$ cat src/logic/lane_cfg_defs.vh
// constants and bit layout of the lane configuration registers
// Operation
// - bits 15:12 of each lane register read zero and ignore writes
// - bit 11 clock tolerance enable, reset 0, ORed with global bit 11
// - bits 10:9 pick lane A status pin: hstl, comma, lost, pass
// - lane B status pin same, using lost bit 1 and pass bit 5
// - effective status select is lane bits 10:9 OR global bits 10:9
// - bit 8 signal lost detection, reset 1, ANDed with global bit 8
// - bit 7 config one, reset 0, settable only while its pin low, ORed
// - bit 6 config zero, reset 0, settable only while its pin low, ORed
// - bits 5 and 4 preemphasis, reset 0, ORed with global bits 5 and 4
// - bit 3 loopback, reset 0, ORed with control register bit 14
// - lane A loopback settable only while loopback pin is low
// - bit 2 pattern test enable, reset 0, ORed with global bit 2
// - pattern bit settable only while pattern pin low; pin ORed in
// - bit 1 alignment enable, reset 1, ANDed with sync pin and global
// - bit 0 power down, reset 0, ORed with control register bit 11
// - a global register write overwrites lane register bits 11:4, 2 and 1, not loopback bit 3 or power down bit 0
`ifndef LANE_CFG_DEFS_VH
`define LANE_CFG_DEFS_VH

// ----------------------------------------------------------------
// register indexes, byte address is four times the index
// ----------------------------------------------------------------
`define LANE_A_CONFIG_IDX 6'h11
`define LANE_B_CONFIG_IDX 6'h12
`define ADR_IDX_HI 7
`define ADR_IDX_LO 2

// ----------------------------------------------------------------
// field positions
// ----------------------------------------------------------------
`define F_RSV_HI 15
`define F_RSV_LO 12
`define F_CTC 11
`define F_SEL_HI 10
`define F_SEL_LO 9
`define F_LOS 8
`define F_CFG1 7
`define F_CFG0 6
`define F_PRE_TWO 5
`define F_PRE_ONE 4
`define F_LOOP 3
`define F_PRBS 2
`define F_ALIGN 1
`define F_PDN 0
`define F_CTL_LOOP 14
`define F_CTL_PDN 11

// ----------------------------------------------------------------
// reset value, writable mask, global overwrite mask
// ----------------------------------------------------------------
`define LANE_RESET 16'h0102
`define LANE_WMASK 16'h0FFF
`define GLB_MASK 16'h0FF6

// ----------------------------------------------------------------
// status pin select codes and status register 22 bit positions
// ----------------------------------------------------------------
`define SEL_HSTL 2'h0
`define SEL_COMMA 2'h1
`define SEL_LOST 2'h2
`define SEL_PASS 2'h3
`define LOST_A_BIT 0
`define LOST_B_BIT 1
`define PASS_A_BIT 4
`define PASS_B_BIT 5

`endif

$ cat src/logic/lane_cfg_regs.v
// per-lane configuration registers for lanes a and b, wishbone slave
`default_nettype none
`include "lane_cfg_defs.vh"

module lane_cfg_regs (
    // clock and reset
    input wire clk_i,
    input wire rst_i,
    // wishbone slave
    input wire cyc_i,
    input wire stb_i,
    input wire we_i,
    input wire [7:0] adr_i,
    input wire [3:0] sel_i,
    input wire [31:0] dat_i,
    output reg [31:0] dat_o,
    output reg ack_o,
    // global configuration and control register bits
    input wire [15:0] glb_cfg_i,
    input wire glb_wr_i,
    input wire [15:0] ctl_reg_i,
    // device pins
    input wire config_one_pin,
    input wire config_zero_pin,
    input wire loopback_a_pin,
    input wire pattern_test_pin,
    input wire sync_enable_pin,
    input wire hstl_pin_i,
    // status from lane logic
    input wire [1:0] comma_det_i,
    input wire [7:0] status_reg_i,
    // effective lane controls, bit 0 lane a, bit 1 lane b
    output reg [1:0] ctc_en_o,
    output reg [1:0] los_det_en_o,
    output reg [1:0] config_bit_one_o,
    output reg [1:0] config_bit_zero_o,
    output reg [1:0] pre_two_o,
    output reg [1:0] pre_one_o,
    output reg [1:0] loopback_o,
    output reg [1:0] pattern_en_o,
    output reg [1:0] align_en_o,
    output reg [1:0] power_down_o,
    // status pins
    output reg lane_a_status_pin_o,
    output reg lane_b_status_pin_o
);

    // ----------------------------------------------------------------
    // functions
    // ----------------------------------------------------------------
    // write into a lane register with pin locks on settable bits
    function [15:0] lane_write;
        input [15:0] old;
        input [15:0] wdata;
        input [15:0] wmask;
        input lock_cfg1;
        input lock_cfg0;
        input lock_loop;
        input lock_prbs;
        reg [15:0] m;
        begin
            m = wmask & `LANE_WMASK;
            if (lock_cfg1) begin
                m[`F_CFG1] = 1'b0;
            end
            if (lock_cfg0) begin
                m[`F_CFG0] = 1'b0;
            end
            if (lock_loop) begin
                m[`F_LOOP] = 1'b0;
            end
            if (lock_prbs) begin
                m[`F_PRBS] = 1'b0;
            end
            lane_write = (old & ~m) | (wdata & m);
        end
    endfunction

    // status pin source for one lane
    function status_pick;
        input [1:0] code;
        input hstl;
        input comma;
        input lost;
        input pass;
        begin
            case (code)
                `SEL_HSTL: status_pick = hstl;
                `SEL_COMMA: status_pick = comma;
                `SEL_LOST: status_pick = lost;
                `SEL_PASS: status_pick = pass;
                default: status_pick = hstl;
            endcase
        end
    endfunction

    // register index match for a byte address
    function reg_hit;
        input [7:0] adr;
        input [5:0] index;
        begin
            reg_hit = (adr[`ADR_IDX_HI:`ADR_IDX_LO] == index);
        end
    endfunction

    // read view of a lane register, reserved bits as zero
    function [31:0] lane_read;
        input [15:0] word;
        begin
            lane_read = {16'h0000, word & `LANE_WMASK};
        end
    endfunction

    // ----------------------------------------------------------------
    // pin synchronisers
    // ----------------------------------------------------------------
    reg cfg1_meta_q;
    reg cfg0_meta_q;
    reg loop_meta_q;
    reg prbs_meta_q;
    reg sync_meta_q;
    reg hstl_meta_q;
    reg cfg1_sync_q;
    reg cfg0_sync_q;
    reg loop_sync_q;
    reg prbs_sync_q;
    reg sync_sync_q;
    reg hstl_sync_q;

    always @(posedge clk_i) begin
        if (rst_i) begin
            cfg1_meta_q <= 1'b0;
            cfg0_meta_q <= 1'b0;
            loop_meta_q <= 1'b0;
            prbs_meta_q <= 1'b0;
            sync_meta_q <= 1'b0;
            hstl_meta_q <= 1'b0;
            cfg1_sync_q <= 1'b0;
            cfg0_sync_q <= 1'b0;
            loop_sync_q <= 1'b0;
            prbs_sync_q <= 1'b0;
            sync_sync_q <= 1'b0;
            hstl_sync_q <= 1'b0;
        end else begin
            cfg1_meta_q <= config_one_pin;
            cfg0_meta_q <= config_zero_pin;
            loop_meta_q <= loopback_a_pin;
            prbs_meta_q <= pattern_test_pin;
            sync_meta_q <= sync_enable_pin;
            hstl_meta_q <= hstl_pin_i;
            cfg1_sync_q <= cfg1_meta_q;
            cfg0_sync_q <= cfg0_meta_q;
            loop_sync_q <= loop_meta_q;
            prbs_sync_q <= prbs_meta_q;
            sync_sync_q <= sync_meta_q;
            hstl_sync_q <= hstl_meta_q;
        end
    end

    wire cfg1_pin_s;
    wire cfg0_pin_s;
    wire loop_pin_s;
    wire prbs_pin_s;
    wire sync_pin_s;
    wire hstl_pin_s;

    assign cfg1_pin_s = cfg1_sync_q;
    assign cfg0_pin_s = cfg0_sync_q;
    assign loop_pin_s = loop_sync_q;
    assign prbs_pin_s = prbs_sync_q;
    assign sync_pin_s = sync_sync_q;
    assign hstl_pin_s = hstl_sync_q;

    // ----------------------------------------------------------------
    // bus decode
    // ----------------------------------------------------------------
    reg ack_q;
    wire hit_a;
    wire hit_b;
    wire do_write;
    wire [15:0] bus_mask;

    assign hit_a = reg_hit(adr_i, `LANE_A_CONFIG_IDX);
    assign hit_b = reg_hit(adr_i, `LANE_B_CONFIG_IDX);
    assign do_write = cyc_i & stb_i & we_i & ack_q;
    assign bus_mask = {{8{sel_i[1]}}, {8{sel_i[0]}}};

    // ----------------------------------------------------------------
    // lane registers
    // ----------------------------------------------------------------
    reg [15:0] lane_a_config_q;
    reg [15:0] lane_b_config_q;
    reg [15:0] lane_a_config_d;
    reg [15:0] lane_b_config_d;

    always @* begin
        lane_a_config_d = lane_a_config_q;
        lane_b_config_d = lane_b_config_q;
        if (glb_wr_i) begin
            lane_a_config_d = lane_write(lane_a_config_d, glb_cfg_i,
                `GLB_MASK, cfg1_pin_s, cfg0_pin_s, loop_pin_s,
                prbs_pin_s);
            lane_b_config_d = lane_write(lane_b_config_d, glb_cfg_i,
                `GLB_MASK, cfg1_pin_s, cfg0_pin_s, 1'b0,
                prbs_pin_s);
        end
        if (do_write && hit_a) begin
            lane_a_config_d = lane_write(lane_a_config_d, dat_i[15:0],
                bus_mask, cfg1_pin_s, cfg0_pin_s, loop_pin_s,
                prbs_pin_s);
        end
        if (do_write && hit_b) begin
            lane_b_config_d = lane_write(lane_b_config_d, dat_i[15:0],
                bus_mask, cfg1_pin_s, cfg0_pin_s, 1'b0, prbs_pin_s);
        end
    end

    always @(posedge clk_i) begin
        if (rst_i) begin
            lane_a_config_q <= `LANE_RESET;
            lane_b_config_q <= `LANE_RESET;
        end else begin
            lane_a_config_q <= lane_a_config_d;
            lane_b_config_q <= lane_b_config_d;
        end
    end

    // ----------------------------------------------------------------
    // bus answer
    // ----------------------------------------------------------------
    reg [31:0] rd_data;

    always @* begin
        rd_data = 32'h0000_0000;
        if (hit_a) begin
            rd_data = lane_read(lane_a_config_q);
        end else if (hit_b) begin
            rd_data = lane_read(lane_b_config_q);
        end
    end

    always @(posedge clk_i) begin
        if (rst_i) begin
            ack_q <= 1'b0;
            ack_o <= 1'b0;
            dat_o <= 32'h0000_0000;
        end else begin
            ack_q <= cyc_i & stb_i & ~ack_q;
            ack_o <= cyc_i & stb_i & ~ack_q;
            dat_o <= rd_data;
        end
    end

    // ----------------------------------------------------------------
    // effective controls
    // ----------------------------------------------------------------
    reg [15:0] lane_q [0:1];
    integer i;
    reg [1:0] sel_code;
    reg [1:0] ctc_d;
    reg [1:0] los_d;
    reg [1:0] cfg1_d;
    reg [1:0] cfg0_d;
    reg [1:0] pre_two_d;
    reg [1:0] pre_one_d;
    reg [1:0] loop_d;
    reg [1:0] prbs_d;
    reg [1:0] align_d;
    reg [1:0] pdn_d;
    reg [1:0] stat_d;

    always @* begin
        lane_q[0] = lane_a_config_q;
        lane_q[1] = lane_b_config_q;
        sel_code = 2'h0;
        ctc_d = 2'h0;
        los_d = 2'h0;
        cfg1_d = 2'h0;
        cfg0_d = 2'h0;
        pre_two_d = 2'h0;
        pre_one_d = 2'h0;
        loop_d = 2'h0;
        prbs_d = 2'h0;
        align_d = 2'h0;
        pdn_d = 2'h0;
        stat_d = 2'h0;
        for (i = 0; i < 2; i = i + 1) begin
            ctc_d[i] = lane_q[i][`F_CTC] | glb_cfg_i[`F_CTC];
            los_d[i] = lane_q[i][`F_LOS] & glb_cfg_i[`F_LOS];
            cfg1_d[i] = lane_q[i][`F_CFG1] | glb_cfg_i[`F_CFG1];
            cfg0_d[i] = lane_q[i][`F_CFG0] | glb_cfg_i[`F_CFG0];
            pre_two_d[i] = lane_q[i][`F_PRE_TWO] | glb_cfg_i[`F_PRE_TWO];
            pre_one_d[i] = lane_q[i][`F_PRE_ONE] | glb_cfg_i[`F_PRE_ONE];
            loop_d[i] = lane_q[i][`F_LOOP] | ctl_reg_i[`F_CTL_LOOP];
            prbs_d[i] = lane_q[i][`F_PRBS] | glb_cfg_i[`F_PRBS]
                | prbs_pin_s;
            align_d[i] = lane_q[i][`F_ALIGN] & sync_pin_s
                & glb_cfg_i[`F_ALIGN];
            pdn_d[i] = lane_q[i][`F_PDN] | ctl_reg_i[`F_CTL_PDN];
            sel_code = lane_q[i][`F_SEL_HI:`F_SEL_LO]
                | glb_cfg_i[`F_SEL_HI:`F_SEL_LO];
            if (i == 0) begin
                stat_d[i] = status_pick(sel_code, hstl_pin_s,
                    comma_det_i[i], status_reg_i[`LOST_A_BIT],
                    status_reg_i[`PASS_A_BIT]);
            end else begin
                stat_d[i] = status_pick(sel_code, hstl_pin_s,
                    comma_det_i[i], status_reg_i[`LOST_B_BIT],
                    status_reg_i[`PASS_B_BIT]);
            end
        end
    end

    always @(posedge clk_i) begin
        if (rst_i) begin
            ctc_en_o <= 2'h0;
            los_det_en_o <= 2'h0;
            config_bit_one_o <= 2'h0;
            config_bit_zero_o <= 2'h0;
            pre_two_o <= 2'h0;
            pre_one_o <= 2'h0;
            loopback_o <= 2'h0;
            pattern_en_o <= 2'h0;
            align_en_o <= 2'h0;
            power_down_o <= 2'h0;
            lane_a_status_pin_o <= 1'b0;
            lane_b_status_pin_o <= 1'b0;
        end else begin
            ctc_en_o <= ctc_d;
            los_det_en_o <= los_d;
            config_bit_one_o <= cfg1_d;
            config_bit_zero_o <= cfg0_d;
            pre_two_o <= pre_two_d;
            pre_one_o <= pre_one_d;
            loopback_o <= loop_d;
            pattern_en_o <= prbs_d;
            align_en_o <= align_d;
            power_down_o <= pdn_d;
            lane_a_status_pin_o <= stat_d[0];
            lane_b_status_pin_o <= stat_d[1];
        end
    end

endmodule
`default_nettype wire

$ cat config.mk
export PLATFORM = sky130hd
export DESIGN_NAME = lane_cfg_regs
export DESIGN_NICKNAME = d
export VERILOG_FILES = /design/src/logic/lane_cfg_regs.v
export VERILOG_INCLUDE_DIRS = /design/src /design/src/logic
export SDC_FILE = /design/constraint.sdc
export NUM_CORES = 1
export LEC_CHECK = 0
export ABC_CLOCK_PERIOD_IN_PS = 2400
export BUFFER_PORTS_ARGS = -buffer_cell sky130_fd_sc_hd__buf_2
export CAP_MARGIN = 5
export CORE_AREA = 2 2 79 81
export DETAILED_ROUTE_END_ITERATION = 6
export DIE_AREA = 0 0 81 83
export PLACE_DENSITY = 0.82
export SYNTH_ARGS = -nofsm -noshare
export SYNTH_HDL_FRONTEND = slang
export SYNTH_SLANG_ARGS = --single-unit
$ cat constraint.sdc
create_clock -name clk_i -period 2.4 [get_ports clk_i]
set_input_delay 0.12 -clock clk_i [delete_from_list [all_inputs] [get_ports clk_i]]
set_output_delay 0.12 -clock clk_i [all_outputs]
set_load 0.02 [all_outputs]
Yosys cells after proc, flatten, opt, wreduce, memory -nomap -nowiden
Cells that the tools add are included.
{ "word_totals": {"regBits": 99, "output_inout_bits": 55, "inputBits": 98} }
{ "classes": {"n_eq_ne": 8, "reduce_logical": 5, "n_bitwise": 47, "muxes": 26} }
{ "ops": {"columns": ["operator", "n"], "rows": [
  ["$and A16 B12 Y16", 4],
  ["$and A16 B16 Y16", 4],
  ["$mux W16", 4],
  ["$not A12 Y16", 4],
  ["$or A16 B16 Y16", 4],
  ["$mux W12", 2],
  ["$mux W1", 18],
  ["$or A1 B1 Y1", 18],
  ["$eq A6 B5 Y1 const B", 2],
  ["$and A1 B1 Y1", 10],
  ["$eq A2 B2 Y1 const B", 4],
  ["$pmux W1 S4", 2],
  ["$eq A2 B1 Y1 const B", 2],
  ["$logic_not A2 Y1", 2],
  ["$or A2 B2 Y2", 2],
  ["$logic_and A1 B1 Y1", 2],
  ["$reduce_or A2 Y1", 1],
  ["$not A1 Y1", 1]
]} }

Longest topological paths before layout
Gate-level depths: netlist of run 1.
{ "depth": {"depth_word": 9, "ltp_mapped": 5, "depth_no_buf": 4} }

Worst setup path after synthesis of run 1
Ideal clock, no wire load.
{ "synth_path": {"kind": "register to register", "from": "register ack_q", "to": "register lane_b_config_q[3]", "path_slack_ns": 0.957, "stages_incl_launch_ff": 6, "arrival_ns": 1.316, "setup_ns": 0.128, "cell_sequence": "dfxtp_1 and4_1 nand4_1 buf_2 mux2i_1 nor2_1"} }
{ "synth_via": {"elab_chain_cells": 3} }
{ "synth_lines": {"columns": ["element", "line", "rtl"], "rows": [
  ["start: declaration", "lane_cfg_regs.v:177", "reg ack_q;"],
  ["start signal: assignment", "lane_cfg_regs.v:248", "ack_q <= cyc_i & stb_i & ~ack_q;"],
  ["$and A1 B1 Y1", "lane_cfg_regs.v:185", "assign do_write = cyc_i & stb_i & we_i & ack_q;"],
  ["$logic_and A1 B1 Y1", "lane_cfg_regs.v:212", "if (do_write && hit_b) begin"],
  ["$mux W16", "lane_cfg_regs.v:212", null],
  ["end signal: assignment", "lane_cfg_regs.v:221", "lane_b_config_q <= `LANE_RESET;"],
  ["end signal: assignment", "lane_cfg_regs.v:224", "lane_b_config_q <= lane_b_config_d;"],
  ["end: declaration", "lane_cfg_regs.v:192", "reg [15:0] lane_b_config_q;"]
]} }
Every way passes these cells.
A chain may end at the register's enable or synchronous reset.

Worst setup path after layout of run 1
{ "layout_path": {"from": "register ack_q", "to": "register lane_a_config_q[7]"} }
{ "layout_via": {"elab_chain_cells": 3} }
{ "layout_lines": {"columns": ["element", "line", "rtl"], "rows": [
  ["$and A1 B1 Y1", "lane_cfg_regs.v:185", null],
  ["$logic_and A1 B1 Y1", "lane_cfg_regs.v:207", "if (do_write && hit_a) begin"],
  ["$mux W16", "lane_cfg_regs.v:207", null],
  ["end signal: assignment", "lane_cfg_regs.v:220", "lane_a_config_q <= `LANE_RESET;"],
  ["end signal: assignment", "lane_cfg_regs.v:223", "lane_a_config_q <= lane_a_config_d;"],
  ["end: declaration", "lane_cfg_regs.v:191", "reg [15:0] lane_a_config_q;"]
]} }
Every way passes these cells.

==> results.ini, run 1 <==
[outcome]
status=completed

[final_layout]
final_util_pct=58.0
layout-drive-gt1-share_pct=27.9
layout.nets=466
fillers=521
syn_to_final_growth_pct=24.3
stdcell_count=448
antenna_cells=0
design_area_mm2=0.00337
top_regs=dat_o (12), lane_a_config_q (12), lane_b_config_q (12)

[logic_synthesis]
yosysTopAreaCellShare_pct=52.4
synth_top_family_by_area=simple AND/OR/NAND/NOR gates
synth_top_cell_by_area=dfxtp_1
synthFlopType=dfxtp_1
synth_edf_count=0
synth_area_leaders=dfxtp_1 (52%), nor2_1 (8.2%), mux2i_1 (6.3%), buf_4 (5.5%), nor2b_1 (3.7%)
synth-compound-area-share_pct=9.78
synth_common_cells=dfxtp_1 (71), nor2_1 (59), buf_4 (20)
synthXorXnorAreaFrac_pct=0
syn_area_per_cell_um2=9.69
synthAdderAreaFrac_pct=0
ys_async_sr_fraction_pct=0
syn_inst=280
synth-simple-area-share_pct=22.0
ys_seq_elements=71
yosysUniqueCellTypes=25
muxShareOfSynthArea_pct=7.93
synth_most_common_cell=dfxtp_1
yosysSeqAreaShare_pct=52.4
syn-cell-area_mm2=0.00271
yosysWarnings=0

[timing]
final-max-slew-violation-count=0
worstMarginPinSlew_ps=603
relSlewSlack_pct=59.7
setup_tns_ps=0
hold_viol_final=0
rsz0062_at_grt=false
fmax_mhz=559
setup_viol=0
skew_ps=5.90
fin_crit_ps=1790
period_share_pct=74.5

[power_and_ir_drop]
p_total_w=0.00250
power.density_mw_per_mm2=740
p_leak_nw=1.58
peakVddDrop_mv=0.326

[placed_design]
finalWeightedCongestion=0.739
portBuffers=84
dp.cells=426
dpl_cell_area_mm2=0.00310
dp_hpwl_um=4150

[setup_path]
endpoint_kind=flip-flop
cp.arrival_ps=2050
path_max_fanout=13
critPathSlowestCell=nand4_1
crit_required_ps=2660
cp-start-kind=flip-flop
path_cells=and4_1 -> nand4_1 -> o21a_1 -> nor3_1
cp_slowest_stage_delay_ps=520
crit_type=flip-flop to flip-flop

[clock_tree]
post-cts-setup-buffers=0
tritoncts=done
clockBufferDepth=2
clk_pin_slew_ps=70
htree_levels=3
root_buffer=clkbuf_8
hold_buffers=6
cts.sink_count=71
clk_latency_ps=330
cts_buffers=9
cts_resized=0

[routing]
first_iter_violations=115
drc=0
routed_wl_um=5850
vias_per_cell=4.92
wl_per_cell_um=13.0
num_vias=2206
ant_nets=0
dr.pass1.iters=4

[floorplan]
die_h_um=83
io_pins=153
core_area_mm2=0.00582
fp.dieW_um=81
core.rowCount=28
start_util_pct=46.6
die_area_mm2=0.00672

[grt]
grt_max_degree=45
grt_pass1_wl_um=8950
grt_pass1_vias=2003
gr-total-overflow=0
track_usage_pct=17.5
antenna_found_initial=0

[run]
maxCapViolCount=0

[hold_path]
hold_path_class=primary input to flip-flop

placed cells by master, fill, tap and decap left out, drive strengths merged, types with 7 or more instances in the layout:
cell,n
a211oi,10
buf,86
nor2b,16
nor3,19
clkbuf,13
nand2b,7
dfxtp,71
nor2,59
a22oi,12
conb,20
mux2i,17
per-layer routing:
layer  vias to the layer above  global-route usage [%]  wire length, µm
met5                         -                       0                0
met4                         0                    9.09              108
met3                         9                    4.13              525
met2                        99                    29.2             2760
met1                       996                    20.5             2450
li1                       1102                       -                -
cells by family (layout without fill, tap and decap cells):
family	count (synthesis)	count (layout)
buffers and inverters	34	108
other	1	20
and+or+nand+nor	117	117
DFF	71	71
muxes	19	19
AOI/OAI and AO/OA	38	38
report_power, final:
part           total, W  switching [W]  leakage (nW)  internal, W
sequential      0.00126      0.0000261         0.585      0.00123
clock          0.000976       0.000414         0.109     0.000562
combinational  0.000261       0.000153         0.882     0.000108
final cells by class:
type,count,area [µm²],area share (%)
clock inverters,3,40.0,1.19
clock buffers,13,169,5.01
flip-flops and latches,71,1420,42.2
repair buffers,92,495,14.7
multi-input cells,194,1150,34.2
well taps,75,93.8,2.78
critical path: cells and delay by family, from the launching register on:
family,cells,cell delay (ps)
AO/OA/AOI/OAI,1,380
flip-flops,1,350
AND/OR/NAND/NOR,3,980
stage by stage:
stage	hold WS (ps)	setup WS, ps
floorplan	236	957
global placement	334	643
detailed placement	333	556
CTS	1.27	622
global route	20.8	506
finish	15.1	611
worst paths after layout:
path                              startpoint                    to  slack [ps]  cells after the start
worst max-delay path                   ack_q    lane_a_config_q[7]         610                      4
worst min-delay path            glb_cfg_i[6]  config_bit_zero_o[1]          20                      3
worst max register to register         ack_q    lane_a_config_q[7]         610                      4
worst min register to register   sync_meta_q            sync_pin_s         440                      1
Power figures use the tool's default switching activity.
==> run 2, diff against run 1 <==
--- a/config.mk
+++ b/config.mk
@@ -6,13 +6,13 @@
 export SDC_FILE = /design/constraint.sdc
 export NUM_CORES = 1
 export LEC_CHECK = 0
-export ABC_CLOCK_PERIOD_IN_PS = 2400
+export ABC_CLOCK_PERIOD_IN_PS = 1760
 export BUFFER_PORTS_ARGS = -buffer_cell sky130_fd_sc_hd__buf_2
 export CAP_MARGIN = 5
-export CORE_AREA = 2 2 79 81
+export CORE_AREA = 2 2 82 84
 export DETAILED_ROUTE_END_ITERATION = 6
-export DIE_AREA = 0 0 81 83
-export PLACE_DENSITY = 0.82
+export DIE_AREA = 0 0 84 86
+export PLACE_DENSITY = 0.77
 export SYNTH_ARGS = -nofsm -noshare
 export SYNTH_HDL_FRONTEND = slang
 export SYNTH_SLANG_ARGS = --single-unit
==> constraint.sdc (replaced) <==
create_clock -name clk_i -period 1.76 [get_ports clk_i]
set_input_delay 0.088 -clock clk_i [delete_from_list [all_inputs] [get_ports clk_i]]
set_output_delay 0.088 -clock clk_i [all_outputs]
set_load 0.02 [all_outputs]
==> results.ini, run 2 (synthesis results as in run 1) <==
[timing]
setup_tns_ps=0
setup_viol=0
hold_viol_final=0
final-max-slew-violation-count=0
relSlewSlack_pct=58.3
worstMarginPinSlew_ps=625
finalWorstSetupSlack_ps=297
fin_crit_ps=1460
skew_ps=7.48
period_share_pct=83.1
fmax_mhz=683
rsz0062_at_grt=false
hold_ws_ps=17.3

[routing]
drc=0
wl_per_cell_um=12.7
dr.pass1.iters=4
routed.top_layer=met4
num_vias=2237
wl_met3_um=410
wl_met1_um=2520
routed_wl_um=5890
vias_per_cell=4.82
first_iter_violations=64
met2WireLength_um=2900
ant_nets=0

[clock_tree]
cts_buffers=9
clk_pin_slew_ps=80
cts.sink_count=71
cts_resized=0
hold_buffers=15
tritoncts=done
htree_levels=3
clockBufferDepth=2
clk_latency_ps=330
root_buffer=clkbuf_8
post-cts-setup-buffers=0

[final_layout]
layout-drive-gt1-share_pct=28.4
antenna_cells=0
layout.nets=480
design_area_mm2=0.00355
layout_commonest_cell=buf_2
final_util_pct=56.5
top_regs=dat_o (12), lane_a_config_q (12), lane_b_config_q (12)
syn_to_final_growth_pct=30.8
layout_common_cells=buf_2 (84), dfxtp_1 (71), nor2_1 (59)

[power_and_ir_drop]
p_int_w=0.00279
pwr-share-seq_pct=46.9
clkPwrFrac_pct=42.8
power.density_mw_per_mm2=1030
comb_power_share_pct=10.3
p_sw_share_pct=23.5
p_sw_w=0.000860
p_leak_nw=1.66
peakVddDrop_mv=0.694

[setup_path]
reg2reg_to=lane_a_config_q[8]
cp-start-kind=primary input
rr_startpoint=ack_q
crit_start=stb_i
path_max_fanout=8
path_cells=dlygate4sd3_1 -> buf_2 -> and4_1 -> nand4_1 -> nor3_1 -> a31oi_1
cp.arrival_ps=1670
rr_worst_depth=4
cp_slowest_stage_delay_ps=530
critPathSlowestCell=dlygate4sd3_1
crit_type=primary input to flip-flop
r2r_slack_ps=300
crit_required_ps=1970
endpoint=lane_a_config_q[8]
endpoint_kind=flip-flop

[placed_design]
dpl_cell_area_mm2=0.00316
dp_slack_ps=298
dp_hpwl_um=4190
portBuffers=84
finalWeightedCongestion=0.750

[floorplan]
die_area_mm2=0.00722
core.rowCount=29
start_util_pct=43.2
core_area_mm2=0.00628
fp.dieW_um=84
io_pins=153
die_h_um=86

[hold_path]
holdPathStages=3
hold_path_class=primary input to flip-flop

[grt]
gr-total-overflow=0
antenna_found_initial=0
grt_pass1_wl_um=9340
grt_pass1_vias=2072
grt_max_degree=37
track_usage_pct=16.5

[outcome]
status=completed

[run]
maxCapViolCount=0

==> run 2: area by class of cell <==
type / instances / area [µm²]
Clock buffer: 9 / 124
Clock inverter: 7 / 118
Fill cell: 594 / 2730
Multi-Input combinational cell: 194 / 1150
Sequential cell: 71 / 1420
Tap cell: 77 / 96.3
Timing Repair Buffer: 106 / 636
==> run 2: per-stage QoR <==
step                cells  total power [W]
finish                464          0.00365
global route          464          0.00380
CTS                   464          0.00369
detailed placement    433          0.00210
global placement      433          0.00209
floorplan             299          0.00200
==> run 2: how the worst min path moves through the flow <==
stage / to / start / slack, ps
CTS: config_bit_one_o[0] / glb_cfg_i[7] / 3
global placement: sync_meta_q / sync_enable_pin / 300
global route: los_det_en_o[0] / glb_cfg_i[8] / 20
finish: config_bit_one_o[0] / glb_cfg_i[7] / 20
floorplan: config_bit_one_o[0] / glb_cfg_i[7] / 200
detailed placement: sync_meta_q / sync_enable_pin / 310
==> run 2: layer usage <==
layer  global-route usage [%]  up-vias
met4                     7.48        0
met1                     19.3     1006
met2                     29.2       91
met5                        0        -
met3                     3.46        6
li1                         -     1134
==> run 2: worst max-delay path, delay by kind of cell <==
family / cells / cell delay, ps
simple gates: 3 / 880
buf+inv: 2 / 640
compound gates: 1 / 70
==> run 2: power by group through the flow <==
stage	sequential (W)	combinational [W]	clock, W
after floorplan	0.00179	0.000214	0
after global placement	0.00175	0.000344	0
after detailed placement	0.00175	0.000351	0
after CTS	0.00171	0.000378	0.00160
after global routing	0.00172	0.000412	0.00166
final	0.00171	0.000377	0.00156
==> run 3, diff against run 2 <==
--- a/config.mk
+++ b/config.mk
@@ -6,13 +6,13 @@
 export SDC_FILE = /design/constraint.sdc
 export NUM_CORES = 1
 export LEC_CHECK = 0
-export ABC_CLOCK_PERIOD_IN_PS = 1760
+export ABC_CLOCK_PERIOD_IN_PS = 1200
 export BUFFER_PORTS_ARGS = -buffer_cell sky130_fd_sc_hd__buf_2
 export CAP_MARGIN = 5
-export CORE_AREA = 2 2 82 84
+export CORE_AREA = 2 2 87 89
 export DETAILED_ROUTE_END_ITERATION = 6
-export DIE_AREA = 0 0 84 86
-export PLACE_DENSITY = 0.77
+export DIE_AREA = 0 0 89 91
+export PLACE_DENSITY = 0.72
 export SYNTH_ARGS = -nofsm -noshare
 export SYNTH_HDL_FRONTEND = slang
 export SYNTH_SLANG_ARGS = --single-unit
==> constraint.sdc (replaced) <==
create_clock -name clk_i -period 1.2 [get_ports clk_i]
set_input_delay 0.06 -clock clk_i [delete_from_list [all_inputs] [get_ports clk_i]]
set_output_delay 0.06 -clock clk_i [all_outputs]
set_load 0.02 [all_outputs]
==> results.ini, run 3 (synthesis results as in run 1) <==
[final_layout]
layout_common_cells=buf_2 (84), dfxtp_1 (69), nor2_1 (48)
stdcell_count=516
layout_commonest_cell=buf_2
final_util_pct=55.7
antenna_cells=0
seqCellArea_mm2=0.00143
fillers=680
layout.nets=510
syn_to_final_growth_pct=46.6
top_regs=dat_o (12), lane_a_config_q (12), lane_b_config_q (12)
layout-drive-gt1-share_pct=39.1
multi_input_area_mm2=0.00133

[floorplan]
core.rowCount=31
core_area_mm2=0.00714
fp.dieW_um=89
die_h_um=91
die_area_mm2=0.00810
io_pins=153
start_util_pct=38.0

[routing]
routed_wl_um=6820
num_vias=2401
ant_nets=0
wl_per_cell_um=13.2
dr.pass1.iters=4
vias_per_cell=4.65
drc=0
first_iter_violations=101

[timing]
setup_viol=18
finalWorstSetupSlack_ps=-165
hold_viol_final=1
fmax_mhz=733
period_share_pct=114
hold_ws_ps=-21.8
rsz0062_at_grt=true
setup_tns_ps=-1960
skew_ps=9.63
final-max-slew-violation-count=0
fin_crit_ps=1360

[clock_tree]
tritoncts=done
root_buffer=clkbuf_8
clockBufferDepth=2
cts_buffers=9
clk_pin_slew_ps=80
htree_levels=3
cts.sink_count=71
clk_latency_ps=340

[setup_path]
crit_required_ps=1450
cp.arrival_ps=1610
path_max_fanout=5
r2r_slack_ps=-160
endpoint_kind=flip-flop
crit_type=flip-flop to flip-flop
cp-start-kind=flip-flop

[power_and_ir_drop]
power.density_mw_per_mm2=1270
peakVddDrop_mv=0.476
p_leak_nw=1.80

[grt]
track_usage_pct=16.5
grt_pass1_vias=2150
antenna_found_initial=0
gr-total-overflow=0
grt_pass1_wl_um=10200
grt_max_degree=26

[placed_design]
portBuffers=84
dp.cells=469
finalWeightedCongestion=0.740
dp_hpwl_um=4430
dp_slack_ps=-111

[run]
maxCapViolCount=0

[outcome]
violations=negative hold slack, negative setup slack
status=finished with violations

[hold_path]
hold_path_class=primary input to flip-flop

## run 3: path summary, 6_finish.rpt
check,from,to,cells after the start
worst max-delay path,ack_q,lane_a_config_q[4],5
worst min-delay path,dat_i[2],lane_b_config_q[2],3
worst max register to register,ack_q,lane_a_config_q[4],5
worst min register to register,prbs_meta_q,prbs_pin_s,1
## run 3: area by class of cell
class	instances	area share, %
multi-input combinational	194	33.3
clock inverter	3	1.07
sequential	71	35.9
timing repair buffer	136	22.6
tap	99	3.11
clock buffer	13	3.99
## run 3: worst max-delay path, stage by stage (launching register included)
cell      delay (ps)
dfxtp_4          350
and4_4           240
nand4_1          150
buf_4            200
buf_4            150
a211oi_1         190
## run 3: stage by stage
step	cell area [µm²]	power [W]
floorplan	2820	0.00294
global placement	3300	0.00308
global route	3980	0.00530
CTS	3760	0.00507
detailed placement	3300	0.00309
finish	3980	0.00506
## run 3: power breakdown
part / leakage (nW) / switching [W] / internal (W)
Combinational: 1.12 / 0.000346 / 0.000283
Clock: 0.0996 / 0.000840 / 0.00107
Sequential: 0.586 / 0.0000511 / 0.00246
## run 3: timing repair
action	in CTS	in global routing
gates cloned	0	2
buffers inserted	1	5
pin swaps	1	4
hold buffers	23	0
endpoints found under the hold margin	31	0
setup endpoints to repair	13	27
gates resized for setup	8	42
## run 3: layer usage
metal  track usage [%]  part of all wire, %
met4              7.46                  1.7
met3              4.27                  6.6
met1              21.4                   43
met2              25.5                   49
met5                 0                    0
